### config.mk
export PLATFORM = sky130hd
export DESIGN_NAME = cat_auto_tx
export DESIGN_NICKNAME = d
export VERILOG_FILES = /design/src/cat_pkg.sv /design/src/cat_thresh_chan.sv /design/src/cat_sched_timer.sv /design/src/cat_auto_tx.sv
export SDC_FILE = /design/constraint.sdc
export NUM_CORES = 1
export LEC_CHECK = 0
export BUFFER_PORTS_ARGS = -buffer_cell sky130_fd_sc_hd__clkbuf_2
export CORE_MARGIN = 5
export CORE_UTILIZATION = 55
export DETAILED_ROUTE_END_ITERATION = 6
export GPL_ROUTABILITY_DRIVEN = 0
export MAX_ROUTING_LAYER = met4
export PLACE_DENSITY = 0.76
export REMOVE_ABC_BUFFERS = 1
export SYNTH_ARGS = -nofsm -noshare
export SYNTH_HDL_FRONTEND = slang
export SYNTH_SLANG_ARGS = --single-unit
### constraint.sdc
create_clock -name clk -period 4.75 [get_ports clk]
set_clock_uncertainty 0.05 [all_clocks]
set_input_delay 0.95 -clock clk [delete_from_list [all_inputs] [get_ports clk]]
set_output_delay 0.95 -clock clk [all_outputs]
set_load 0.01 [all_outputs]
### src/cat_pkg.sv
// Constants, field layouts and types shared by the automatic transmit trigger block.
// Assumes the block clock is the device oscillator, so one Tosc equals one clk cycle.
package cat_pkg;
    localparam int NUM_CH = 4;
    localparam int ERR_EVENTS = 5;

    // Register addresses on the register write and read port.
    localparam logic [7:0] ADDR_THR_EN = 8'h04;
    localparam logic [7:0] ADDR_POLARITY = 8'h05;
    localparam logic [7:0] ADDR_CMP_BASE = 8'h06;
    localparam logic [7:0] ADDR_STATUS = 8'h0a;
    localparam logic [7:0] ADDR_SCHED = 8'h10;
    localparam logic [7:0] ADDR_OPT2 = 8'h11;

    // Reset values.
    localparam logic [7:0] RST_SCHED = 8'h3f;
    localparam logic [7:0] RST_OPT2 = 8'h00;
    localparam logic [3:0] RST_THR_EN = 4'h0;
    localparam logic [3:0] RST_POLARITY = 4'h0;
    localparam logic [7:0] RST_CMP = 8'h00;

    // Field positions in scheduled_tx_control and option_ctrl_two.
    localparam int SCHED_EN_BIT = 7;
    localparam int SCHED_SEL_BIT = 6;
    localparam int SCHED_BASE_LSB = 4;
    localparam int SCHED_MULT_LSB = 0;
    localparam int OPT2_ERR_MSG_BIT = 5;

    // Forced low compare bits for each polarity.
    localparam logic [1:0] CMP_LOW_ABOVE = 2'h3;
    localparam logic [1:0] CMP_LOW_BELOW = 2'h0;

    // Transmit identifier slots and data length codes.
    localparam logic [1:0] SLOT_PERIODIC = 2'h0;
    localparam logic [1:0] SLOT_ERROR = 2'h1;
    localparam logic [1:0] SLOT_EVENT = 2'h2;
    localparam logic [3:0] DLC_ANALOG = 4'h8;
    localparam logic [3:0] DLC_ERROR = 4'h3;
    localparam logic [3:0] DLC_EMPTY = 4'h0;

    // Base period is 4096 oscillator periods; the block clock is the oscillator.
    localparam int OSC_PERIODS_PER_BASE = 4096;
    localparam int CLK_PER_OSC = 1;
    localparam int BASE_CYCLES = OSC_PERIODS_PER_BASE * CLK_PER_OSC;
    localparam logic [11:0] BASE_STEP_1 = 12'h000;
    localparam logic [11:0] BASE_STEP_16 = 12'h00f;
    localparam logic [11:0] BASE_STEP_256 = 12'h0ff;
    localparam logic [11:0] BASE_STEP_4096 = 12'hfff;

    typedef enum logic [1:0] {
        CAT_SRC_NONE = 2'b00,
        CAT_SRC_ANALOG = 2'b01,
        CAT_SRC_ERROR = 2'b10
    } cat_src_e;
endpackage

### src/cat_thresh_chan.sv
// One analog channel's threshold detector with forced two-bit hysteresis.
// Assumes one conversion result arrives per sample_valid pulse for this channel.
`timescale 1ns/1ns
module cat_thresh_chan (
    input wire logic clk,
    input wire logic rst_b,
    input wire logic enable,
    input wire logic trig_above,
    input wire logic [7:0] cmp_high,
    input wire logic sample_valid,
    input wire logic [9:0] sample,
    output logic fire,
    output logic armed
);
    typedef struct packed {
        logic armed;
        logic fire;
    } cat_chan_s;

    cat_chan_s s_q, s_d;
    logic [9:0] upper_bound;
    logic [9:0] lower_bound;

    // The low bits are never stored, so software cannot set them.
    assign upper_bound = {cmp_high, cat_pkg::CMP_LOW_ABOVE};
    assign lower_bound = {cmp_high, cat_pkg::CMP_LOW_BELOW};

    always_comb begin
        s_d = s_q;
        s_d.fire = 1'b0;
        if (!enable) begin
            s_d.armed = 1'b1;
        end else if (sample_valid) begin
            if (trig_above) begin
                if (s_q.armed && sample >= upper_bound) begin
                    s_d.fire = 1'b1;
                    s_d.armed = 1'b0;
                end else if (sample <= lower_bound) begin
                    s_d.armed = 1'b1;
                end
            end else begin
                if (s_q.armed && sample <= lower_bound) begin
                    s_d.fire = 1'b1;
                    s_d.armed = 1'b0;
                end else if (sample >= upper_bound) begin
                    s_d.armed = 1'b1;
                end
            end
        end
    end

    always_ff @(posedge clk or negedge rst_b) begin
        if (!rst_b) begin
            s_q <= '{armed: 1'b1, fire: 1'b0};
        end else begin
            s_q <= s_d;
        end
    end

    assign fire = s_q.fire;
    assign armed = s_q.armed;
endmodule

### src/cat_sched_timer.sv
// Periodic tick generator: prescaler, base period selector and multiplier.
// Assumes the configuration may change at any time; counters past a new limit wrap.
`timescale 1ns/1ns
module cat_sched_timer #(
    parameter int PRESCALE = cat_pkg::BASE_CYCLES
) (
    input wire logic clk,
    input wire logic rst_b,
    input wire logic enable,
    input wire logic [1:0] base_sel,
    input wire logic [3:0] mult,
    output logic tick
);
    typedef struct packed {
        logic [11:0] pre;
        logic [11:0] base;
        logic [3:0] mult;
        logic tick;
    } cat_timer_s;

    cat_timer_s s_q, s_d;
    logic [11:0] base_limit;
    logic [11:0] pre_limit;

    assign pre_limit = 12'(PRESCALE - 1);

    always_comb begin
        unique case (base_sel)
            2'b00: base_limit = cat_pkg::BASE_STEP_1;
            2'b01: base_limit = cat_pkg::BASE_STEP_16;
            2'b10: base_limit = cat_pkg::BASE_STEP_256;
            2'b11: base_limit = cat_pkg::BASE_STEP_4096;
        endcase
    end

    always_comb begin
        s_d = s_q;
        s_d.tick = 1'b0;
        if (!enable) begin
            s_d = '0;
        end else if (s_q.pre < pre_limit) begin
            s_d.pre = s_q.pre + 12'h001;
        end else begin
            s_d.pre = '0;
            if (s_q.base < base_limit) begin
                s_d.base = s_q.base + 12'h001;
            end else begin
                s_d.base = '0;
                // Interval is base period times (mult + 1).
                if (s_q.mult < mult) begin
                    s_d.mult = s_q.mult + 4'h1;
                end else begin
                    s_d.mult = '0;
                    s_d.tick = 1'b1;
                end
            end
        end
    end

    always_ff @(posedge clk or negedge rst_b) begin
        if (!rst_b) begin
            s_q <= '0;
        end else begin
            s_q <= s_d;
        end
    end

    assign tick = s_q.tick;
endmodule

### src/cat_auto_tx.sv
// Automatic transmit request generator: threshold, error and scheduled sources.
// Assumes the CAN engine takes a request with a one-cycle tx_ack and fetches the payload itself.
`timescale 1ns/1ns
module cat_auto_tx #(
    parameter int PRESCALE = cat_pkg::BASE_CYCLES
) (
    input wire logic clk,
    input wire logic rst_b,
    input wire logic reg_wr_en,
    input wire logic [7:0] reg_wr_addr,
    input wire logic [7:0] reg_wr_mask,
    input wire logic [7:0] reg_wr_data,
    input wire logic [7:0] reg_rd_addr,
    output logic [7:0] reg_rd_data,
    input wire logic [3:0] analog_input_cfg,
    input wire logic adc_valid,
    input wire logic [1:0] adc_channel,
    input wire logic [9:0] adc_result,
    input wire logic rx_warn,
    input wire logic rx_passive,
    input wire logic tx_warn,
    input wire logic tx_passive,
    input wire logic rx_overflow,
    input wire logic tx_ack,
    output logic tx_req,
    output logic [1:0] tx_slot,
    output logic [3:0] tx_dlc,
    output logic [1:0] tx_src,
    output logic [2:0] tx_pending
);
    typedef struct packed {
        logic [3:0] thr_en;
        logic [3:0] polarity;
        logic [3:0][7:0] cmp_high;
        logic [7:0] sched;
        logic [7:0] opt2;
        logic [4:0] err_prev;
        logic [2:0] pend;
        logic req;
        logic [1:0] slot;
        logic [3:0] data_length_code;
        cat_pkg::cat_src_e src;
        logic [7:0] rd_data;
    } cat_top_s;

    cat_top_s s_q, s_d;
    logic [3:0] chan_fire;
    logic [3:0] chan_armed;
    logic sched_tick;
    logic [4:0] err_now;
    logic [4:0] err_entry;
    logic thr_event;
    logic err_event;
    logic [2:0] pend_set;

    // Masked write keeps the bits whose mask bit is clear.
    function automatic logic [7:0] masked_write(
        input logic [7:0] old_value,
        input logic [7:0] mask,
        input logic [7:0] value
    );
        masked_write = (old_value & ~mask) | (value & mask);
    endfunction

    // Index of a compare register, valid only when is_cmp_addr is true.
    function automatic logic [1:0] cmp_index(input logic [7:0] addr);
        logic [7:0] delta;
        delta = addr - cat_pkg::ADDR_CMP_BASE;
        cmp_index = delta[1:0];
    endfunction

    function automatic logic is_cmp_addr(input logic [7:0] addr);
        is_cmp_addr = (addr >= cat_pkg::ADDR_CMP_BASE) &&
            (addr < cat_pkg::ADDR_CMP_BASE + 8'(cat_pkg::NUM_CH));
    endfunction

    genvar ch;
    generate
        for (ch = 0; ch < cat_pkg::NUM_CH; ch++) begin : g_chan
            cat_thresh_chan u_chan (
                .clk(clk),
                .rst_b(rst_b),
                .enable(s_q.thr_en[ch] & analog_input_cfg[ch]),
                .trig_above(s_q.polarity[ch]),
                .cmp_high(s_q.cmp_high[ch]),
                .sample_valid(adc_valid && (adc_channel == 2'(ch))),
                .sample(adc_result),
                .fire(chan_fire[ch]),
                .armed(chan_armed[ch])
            );
        end
    endgenerate

    cat_sched_timer #(
        .PRESCALE(PRESCALE)
    ) u_sched (
        .clk(clk),
        .rst_b(rst_b),
        .enable(s_q.sched[cat_pkg::SCHED_EN_BIT]),
        .base_sel(s_q.sched[cat_pkg::SCHED_BASE_LSB +: 2]),
        .mult(s_q.sched[cat_pkg::SCHED_MULT_LSB +: 4]),
        .tick(sched_tick)
    );

    assign err_now = {rx_overflow, tx_passive, tx_warn, rx_passive, rx_warn};
    // A state that persists is seen once, at its rising edge.
    assign err_entry = err_now & ~s_q.err_prev;
    assign thr_event = |chan_fire;
    assign err_event = (|err_entry) & s_q.opt2[cat_pkg::OPT2_ERR_MSG_BIT];
    assign pend_set = {thr_event, err_event, sched_tick};

    always_comb begin
        s_d = s_q;
        s_d.err_prev = err_now;

        // Register writes through the masked write port.
        if (reg_wr_en) begin
            unique case (reg_wr_addr)
                cat_pkg::ADDR_THR_EN: begin
                    s_d.thr_en = 4'(masked_write({4'h0, s_q.thr_en}, reg_wr_mask, reg_wr_data));
                end
                cat_pkg::ADDR_POLARITY: begin
                    s_d.polarity = 4'(masked_write({4'h0, s_q.polarity}, reg_wr_mask, reg_wr_data));
                end
                cat_pkg::ADDR_SCHED: begin
                    s_d.sched = masked_write(s_q.sched, reg_wr_mask, reg_wr_data);
                end
                cat_pkg::ADDR_OPT2: begin
                    s_d.opt2 = masked_write(s_q.opt2, reg_wr_mask, reg_wr_data);
                end
                default: begin
                    if (is_cmp_addr(reg_wr_addr)) begin
                        s_d.cmp_high[cmp_index(reg_wr_addr)] =
                            masked_write(s_q.cmp_high[cmp_index(reg_wr_addr)], reg_wr_mask, reg_wr_data);
                    end
                end
            endcase
        end

        // Register reads are answered one cycle later; unmapped reads return zero.
        unique case (reg_rd_addr)
            cat_pkg::ADDR_THR_EN: begin
                s_d.rd_data = {4'h0, s_q.thr_en};
            end
            cat_pkg::ADDR_POLARITY: begin
                s_d.rd_data = {4'h0, s_q.polarity};
            end
            cat_pkg::ADDR_STATUS: begin
                s_d.rd_data = {s_q.req, chan_armed, s_q.pend};
            end
            cat_pkg::ADDR_SCHED: begin
                s_d.rd_data = s_q.sched;
            end
            cat_pkg::ADDR_OPT2: begin
                s_d.rd_data = s_q.opt2;
            end
            default: begin
                if (is_cmp_addr(reg_rd_addr)) begin
                    s_d.rd_data = s_q.cmp_high[cmp_index(reg_rd_addr)];
                end else begin
                    s_d.rd_data = 8'h00;
                end
            end
        endcase

        // The offered slot is cleared on acknowledge; a new event in that cycle wins.
        if (s_q.req && tx_ack) begin
            s_d.req = 1'b0;
            s_d.pend[s_q.slot] = 1'b0;
        end
        s_d.pend = s_d.pend | pend_set;

        // A request, once offered, stands until taken, so a scheduled one may be delayed.
        if (!s_q.req) begin
            if (s_q.pend[2]) begin
                s_d.req = 1'b1;
                s_d.slot = cat_pkg::SLOT_EVENT;
                s_d.data_length_code = cat_pkg::DLC_ANALOG;
                s_d.src = cat_pkg::CAT_SRC_ANALOG;
            end else if (s_q.pend[1]) begin
                s_d.req = 1'b1;
                s_d.slot = cat_pkg::SLOT_ERROR;
                s_d.data_length_code = cat_pkg::DLC_ERROR;
                s_d.src = cat_pkg::CAT_SRC_ERROR;
            end else if (s_q.pend[0]) begin
                s_d.req = 1'b1;
                s_d.slot = cat_pkg::SLOT_PERIODIC;
                if (s_q.sched[cat_pkg::SCHED_SEL_BIT]) begin
                    s_d.data_length_code = cat_pkg::DLC_ANALOG;
                    s_d.src = cat_pkg::CAT_SRC_ANALOG;
                end else begin
                    s_d.data_length_code = cat_pkg::DLC_EMPTY;
                    s_d.src = cat_pkg::CAT_SRC_NONE;
                end
            end
        end
    end

    always_ff @(posedge clk or negedge rst_b) begin
        if (!rst_b) begin
            s_q.thr_en <= cat_pkg::RST_THR_EN;
            s_q.polarity <= cat_pkg::RST_POLARITY;
            s_q.cmp_high <= {cat_pkg::NUM_CH{cat_pkg::RST_CMP}};
            s_q.sched <= cat_pkg::RST_SCHED;
            s_q.opt2 <= cat_pkg::RST_OPT2;
            s_q.err_prev <= 5'h00;
            s_q.pend <= 3'h0;
            s_q.req <= 1'b0;
            s_q.slot <= cat_pkg::SLOT_PERIODIC;
            s_q.data_length_code <= cat_pkg::DLC_EMPTY;
            s_q.src <= cat_pkg::CAT_SRC_NONE;
            s_q.rd_data <= 8'h00;
        end else begin
            s_q <= s_d;
        end
    end

    assign reg_rd_data = s_q.rd_data;
    assign tx_req = s_q.req;
    assign tx_slot = s_q.slot;
    assign tx_dlc = s_q.data_length_code;
    assign tx_src = s_q.src;
    assign tx_pending = s_q.pend;
endmodule

[Yosys cells after proc, flatten, opt, wreduce, memory -nomap -nowiden]
Cells that the tools add are included.
Word-level totals
  register bits after elaboration: 118
  bits of input ports: 58
  output and inout bits: 20
  logic and storage cells: 204
Cells by class
  add/subtract/negate cells: 5
  $lt $le $gt $ge: 20
  equality and inequality tests: 29
  multiplexer cells: 65
  bitwise gates (word level): 24
  reduce and logical (&&, ||, !) cells: 34
Operators with widths (number)
  $pmux W12 S4: 1
  $ge A10 B10 Y1: 4
  $le A10 B10 Y1: 4
  $pmux W8 S5: 1
  $mux W9: 4
  $mux W1: 34
  $and A8 B8 Y8: 4
  $bmux W8 S2: 2
  $bwmux W32: 1
  $eq A8 B3 Y1 const B: 4
  $eq A8 B5 Y1 const B: 4
  $mux W8: 4
  $ne A4 B4 Y1 const B: 8
  $mux W29: 1
  $add A12 B1 Y12 const B: 2
  $mux W12: 2
  $or A8 B8 Y8: 3
  $logic_and A1 B1 Y1: 17
  $mux W17: 1
  $demux W8 S2: 1
  $ge A8 B3 Y1 const B: 2
  $lt A8 B4 Y1 const B: 2
  $mux W2: 8
  $reduce_and A3 Y1: 5
  other kinds (30): 58

[Depth between registers and ports, before layout]
  word-level depth: 11
  mapped depth: 9
  depth with buffers taken out: 8

[By module]
A second synthesis with hierarchy kept.
Second synthesis, totals
  cells, all modules: 728
  area, all modules: 7223.2 µm²
By module, submodules not included
  cat_auto_tx: instances 1, cells each 350, area each 3957.5 µm², seq. area each 1909.3 µm²
  cat_sched_timer: instances 1, cells each 198, area each 1839.3 µm², seq. area each 725.7 µm²
  cat_thresh_chan: instances 4, cells each 45, area each 356.6 µm², seq. area each 51.3 µm²

[Worst setup path before layout]
Ideal clock, no wire load.
  path type: input to register
  start point: in adc_result[7]
  end point: reg g_chan[0].u_chan.s_q (netlist bit g_chan[0].u_chan.armed)
  library setup time: 0.098 ns
  arrival: 2.329 ns
  required time: 4.602 ns
  slack: 2.273 ns
  cell stages on the path: 6
  path buffers: 0
  cell sequence: ha_1 nand4_1 or4_1 o21ai_1 o221ai_1 o311ai_1
On the way
  word-level cells in the longest chain between the ends: 6
  elaborated cells between the ends (all ways): 12
  those cells by class: 2 x order compare; 2 x eq/ne; 5 x mux; 3 x reduce/logical
Ends and longest elaborated chain
  start: declaration: RTL line cat_auto_tx.sv:18  | input wire logic [9:0] adc_result,
  $le A10 B10 Y1 or $ge A10 B10 Y1 (tied branches)
  $logic_and A1 B1 Y1, on equally long branches: RTL line cat_thresh_chan.sv:42, cat_thresh_chan.sv:35
  $mux W1, on equally long branches: RTL line cat_thresh_chan.sv:42, cat_thresh_chan.sv:35
  $mux W2: RTL line cat_thresh_chan.sv:34  | if (trig_above) begin
  $mux W2: RTL line cat_thresh_chan.sv:33  | end else if (sample_valid) begin
  $mux W1: RTL line cat_thresh_chan.sv:31  | if (!enable) begin
  end signal: assignment: RTL line cat_thresh_chan.sv:54  | s_q <= '{armed: 1'b1, fire: 1'b0};
  end: declaration: RTL line cat_thresh_chan.sv:20  | cat_chan_s s_q, s_d;
Parallel ways exist; a longest one is shown, timed or not. The select of a mux whose other input is x is not followed.
A chain may end at the register's enable or synchronous reset.

[Worst setup path in the final report]
  start point: in adc_result[9]
  end point: reg g_chan[2].u_chan.s_q (netlist bit g_chan[2].u_chan.armed)
On the way
  word-level cells in the longest chain between the ends: 6
  elaborated cells between the ends (all ways): 12
  those cells by class: 2 x order compare; 2 x eq/ne; 5 x mux; 3 x reduce/logical
Ends and longest elaborated chain (RTL line)
  $le A10 B10 Y1 or $ge A10 B10 Y1 (tied branches)
  $logic_and A1 B1 Y1, on equally long branches: cat_thresh_chan.sv:42, cat_thresh_chan.sv:35
  $mux W1, on equally long branches: cat_thresh_chan.sv:42, cat_thresh_chan.sv:35
  $mux W2: cat_thresh_chan.sv:34
  $mux W2: cat_thresh_chan.sv:33
  $mux W1: cat_thresh_chan.sv:31
  end signal: assignment: cat_thresh_chan.sv:54
  end: declaration: cat_thresh_chan.sv:20
Parallel ways exist; a longest one is shown, timed or not. The select of a mux whose other input is x is not followed.

==> summary.txt <==
Initial DRC Count: 617
CP cell instances: clkbuf_2 -> ha_1 -> a21oi_1 -> o21ai_0 -> a31oi_1 -> a21boi_0 -> mux2i_1 -> a31o_1
Port Buffers: 76
Slack of the worst reg-to-reg path: 2.18 ns
CP delay by family, top: compound AO/OA/AOI/OAI gates
IO Pins: 78
P per Cell Area: 330 nW/um2
Initial Util: 0.559
Die W: 123 um
Final hold viol count: 0
Static leakage power: 3.70 nW
Crit-path max cell delay: 0.60 ns
Netlist cell types: 71
Die Ht: 123 um
CTS clk-pin slew, worst paths: 0.06 ns
WL/cell: 19.0 um
Worst-Skew Late Latency: 0.42 ns
Filler cells: 999
Syn avg cell area: 10.0 um2
CP Buf/Inv Count: 1
Warning count from the yosys run: 0
P&R area growth vs syn: 13.5%
Area leader, netlist: dfrtp_1
EDFF count, synth: 0
Pin count of the biggest net entering global routing: 48
Die area: 15,100 um2
Clock Sinks: 113
DRC errors left: 0
CTS tree: built
Req. time, crit path: 5.05 ns
Worst r2r path cells: 8
Commonest cells post-synth: 103 x dfrtp_1, 75 x nand2_1, 57 x nor2_1, 55 x inv_1, 53 x ha_1
Met1 usage: 0.327
Min cycle time layout: 2.71 ns
Gr busiest metal: met2
Hold Crit Class: input port to async pin
Number of global-route vias before repair: 5,713
RR Endpoint: u_sched.s_q[16]
Most frequent cell after synthesis: dfrtp_1
Synth Flop Type: dfrtp_1
Worst slew margin: 0.277
Worst r2r src: s_q[38]
Sequential element share of the synthesized area: 0.404
1st-pass router iterations: 7
Total Routed Length: 18,000 um
Setup TNS: 0 ns
Arrival time at the worst endpoint: 3.02 ns
Final Max Tran Viols: 0
Synth Register Bits: 113
Tightest Pin Transition: 1.08 ns
Ys async rst share: 1.00
# setup viols final: 0
RSZ-0062 raised after global routing: no
Post-CTS Setup Bufs: 0
First-pass GRT wire length: 29,000 um
Congestion Overflow GR: 0
Hold Buf Count CTS: 0
Initial antenna violation count: 0
WS Path Type: input port to flip-flop
Via density: 5.97
Setup crit end kind: flip-flop
Clk root buf: clkbuf_16
Met2 GRT Util: 0.412
Row Count: 41
Worst vdd ir: 269 uV
Clk buf depth: 2
Area post-placement: 7430 um2
Fmax: 369 MHz
Total CTS buffers: 17
Via count: 5,672
Mapped Area: 7030 um2
Nets: 876
Core ar.: 12,600 um2
Proportion of layout cells with a drive suffix above 1: 0.225
Post-route ant nets: 0
Synth Instances: 702
GRT Overall Usage: 0.258
Top cell type's share of synthesized area: 0.367
Diodes inserted: 0
Hpwl dp: 13,400 um
Slowest-stage cell, CP: a21boi_0
Crit path launch type: input port
Htree depth: 4
Resized Gates After CTS: 0
Fin area: 7980 um2
Met3 usage: 0.0691
Max-cap violations: 0
Outcome: finished clean
Synth area leaders: dfrtp_1 37%, ha_1 9.4%, mux4_2 5.1%
Crit share post-route: 0.571
Total power: 2.64 mW
CP max FO: 4
registers in the layout, indices dropped and copies added (netlist names):
name                 cells
reg_rd_data              8
s_q                     61
u_sched.s_q             28
tx_req                   1
u_sched.tick             1
tx_pending               3
tx_slot                  2
g_chan.u_chan.armed      4
g_chan.u_chan.fire       4
tx_src                   1
cell type report:
| type | count | area, um2 | share of cell area |
|---|---|---|---|
| clock buffers | 19 | 433 | 0.0543 |
| well taps | 172 | 215 | 0.0270 |
| clock inverters | 13 | 116 | 0.0146 |
| flip-flops and latches | 113 | 2840 | 0.356 |
| multi-input cells | 500 | 3770 | 0.472 |
| repair buffers | 78 | 398 | 0.0499 |
| inverters | 55 | 206 | 0.0259 |
worst max path at each step:
| stage | startpoint | endpoint | slack (ns) | depth (start not counted) |
|---|---|---|---|---|
| 6_report | adc_result[9] | g_chan[2].u_chan.armed | 2.04 | 8 |
| 5_1_grt | adc_result[9] | g_chan[2].u_chan.armed | 1.91 | 8 |
| 4_1_cts | s_q[38] | u_sched.s_q[16] | 2.16 | 8 |
| 3_5_place_dp | reg_wr_addr[1] | s_q[45] | 1.80 | 6 |
| 3_3_place_gp | reg_wr_addr[1] | s_q[46] | 1.89 | 6 |
| 2_1_floorplan | adc_result[7] | g_chan[0].u_chan.armed | 2.27 | 6 |
where the power goes:
part / internal (mW) / switching [mW] / total (mW) / leakage, nW
clock network: 0.717 / 0.456 / 1.17 / 0.263
registers: 1.01 / 0.0689 / 1.08 / 1.51
logic: 0.159 / 0.221 / 0.380 / 1.93
total: 1.89 / 0.745 / 2.64 / 3.70
layout by cell type (no fill, tap or decap), drive strengths merged, types with 10 or more instances in the layout:
master  netlist  routed
dfrtp       103     103
clkbuf        4      94
nand2        75      75
nor2         57      57
inv          55      56
ha           53      53
a21oi        49      49
o21ai        36      36
mux2         24      24
mux4         16      16
mux2i        13      13
nand3        13      13
nand4        12      12
nor3b        12      12
a21o         11      11
and3         11      11
dfstp        10      10
metrics by stage:
stage                     std cells  setup WS (ns)  hold slack, ns   util
after floorplan                 668           2.27           0.358      -
after global placement          918           1.89           0.387  0.591
after detailed placement        918           1.80           0.392  0.591
after CTS                       950           2.16           0.388  0.635
after global routing            950           1.91           0.413  0.635
final                           950           2.04           0.395  0.635
kinds of logic after synthesis:
family,count (synthesis),share of synthesized area
DFF,113,0.404
xor gates and xnor gates,10,0.0125
other,1,0.000533
and+or+nand+nor,233,0.180
buffers and inverters,89,0.0602
adders and majority gates,53,0.0943
AOI/OAI and AO/OA,150,0.140
muxes,53,0.108
per-layer routing:
metal / share of wire / vias to the layer above
met1: 0.42 / 2793
met5: 0 / -
met4: 0.015 / 0
met2: 0.49 / 202
li1: - / 2653
met3: 0.075 / 24
(Power assumes the default switching activity.)
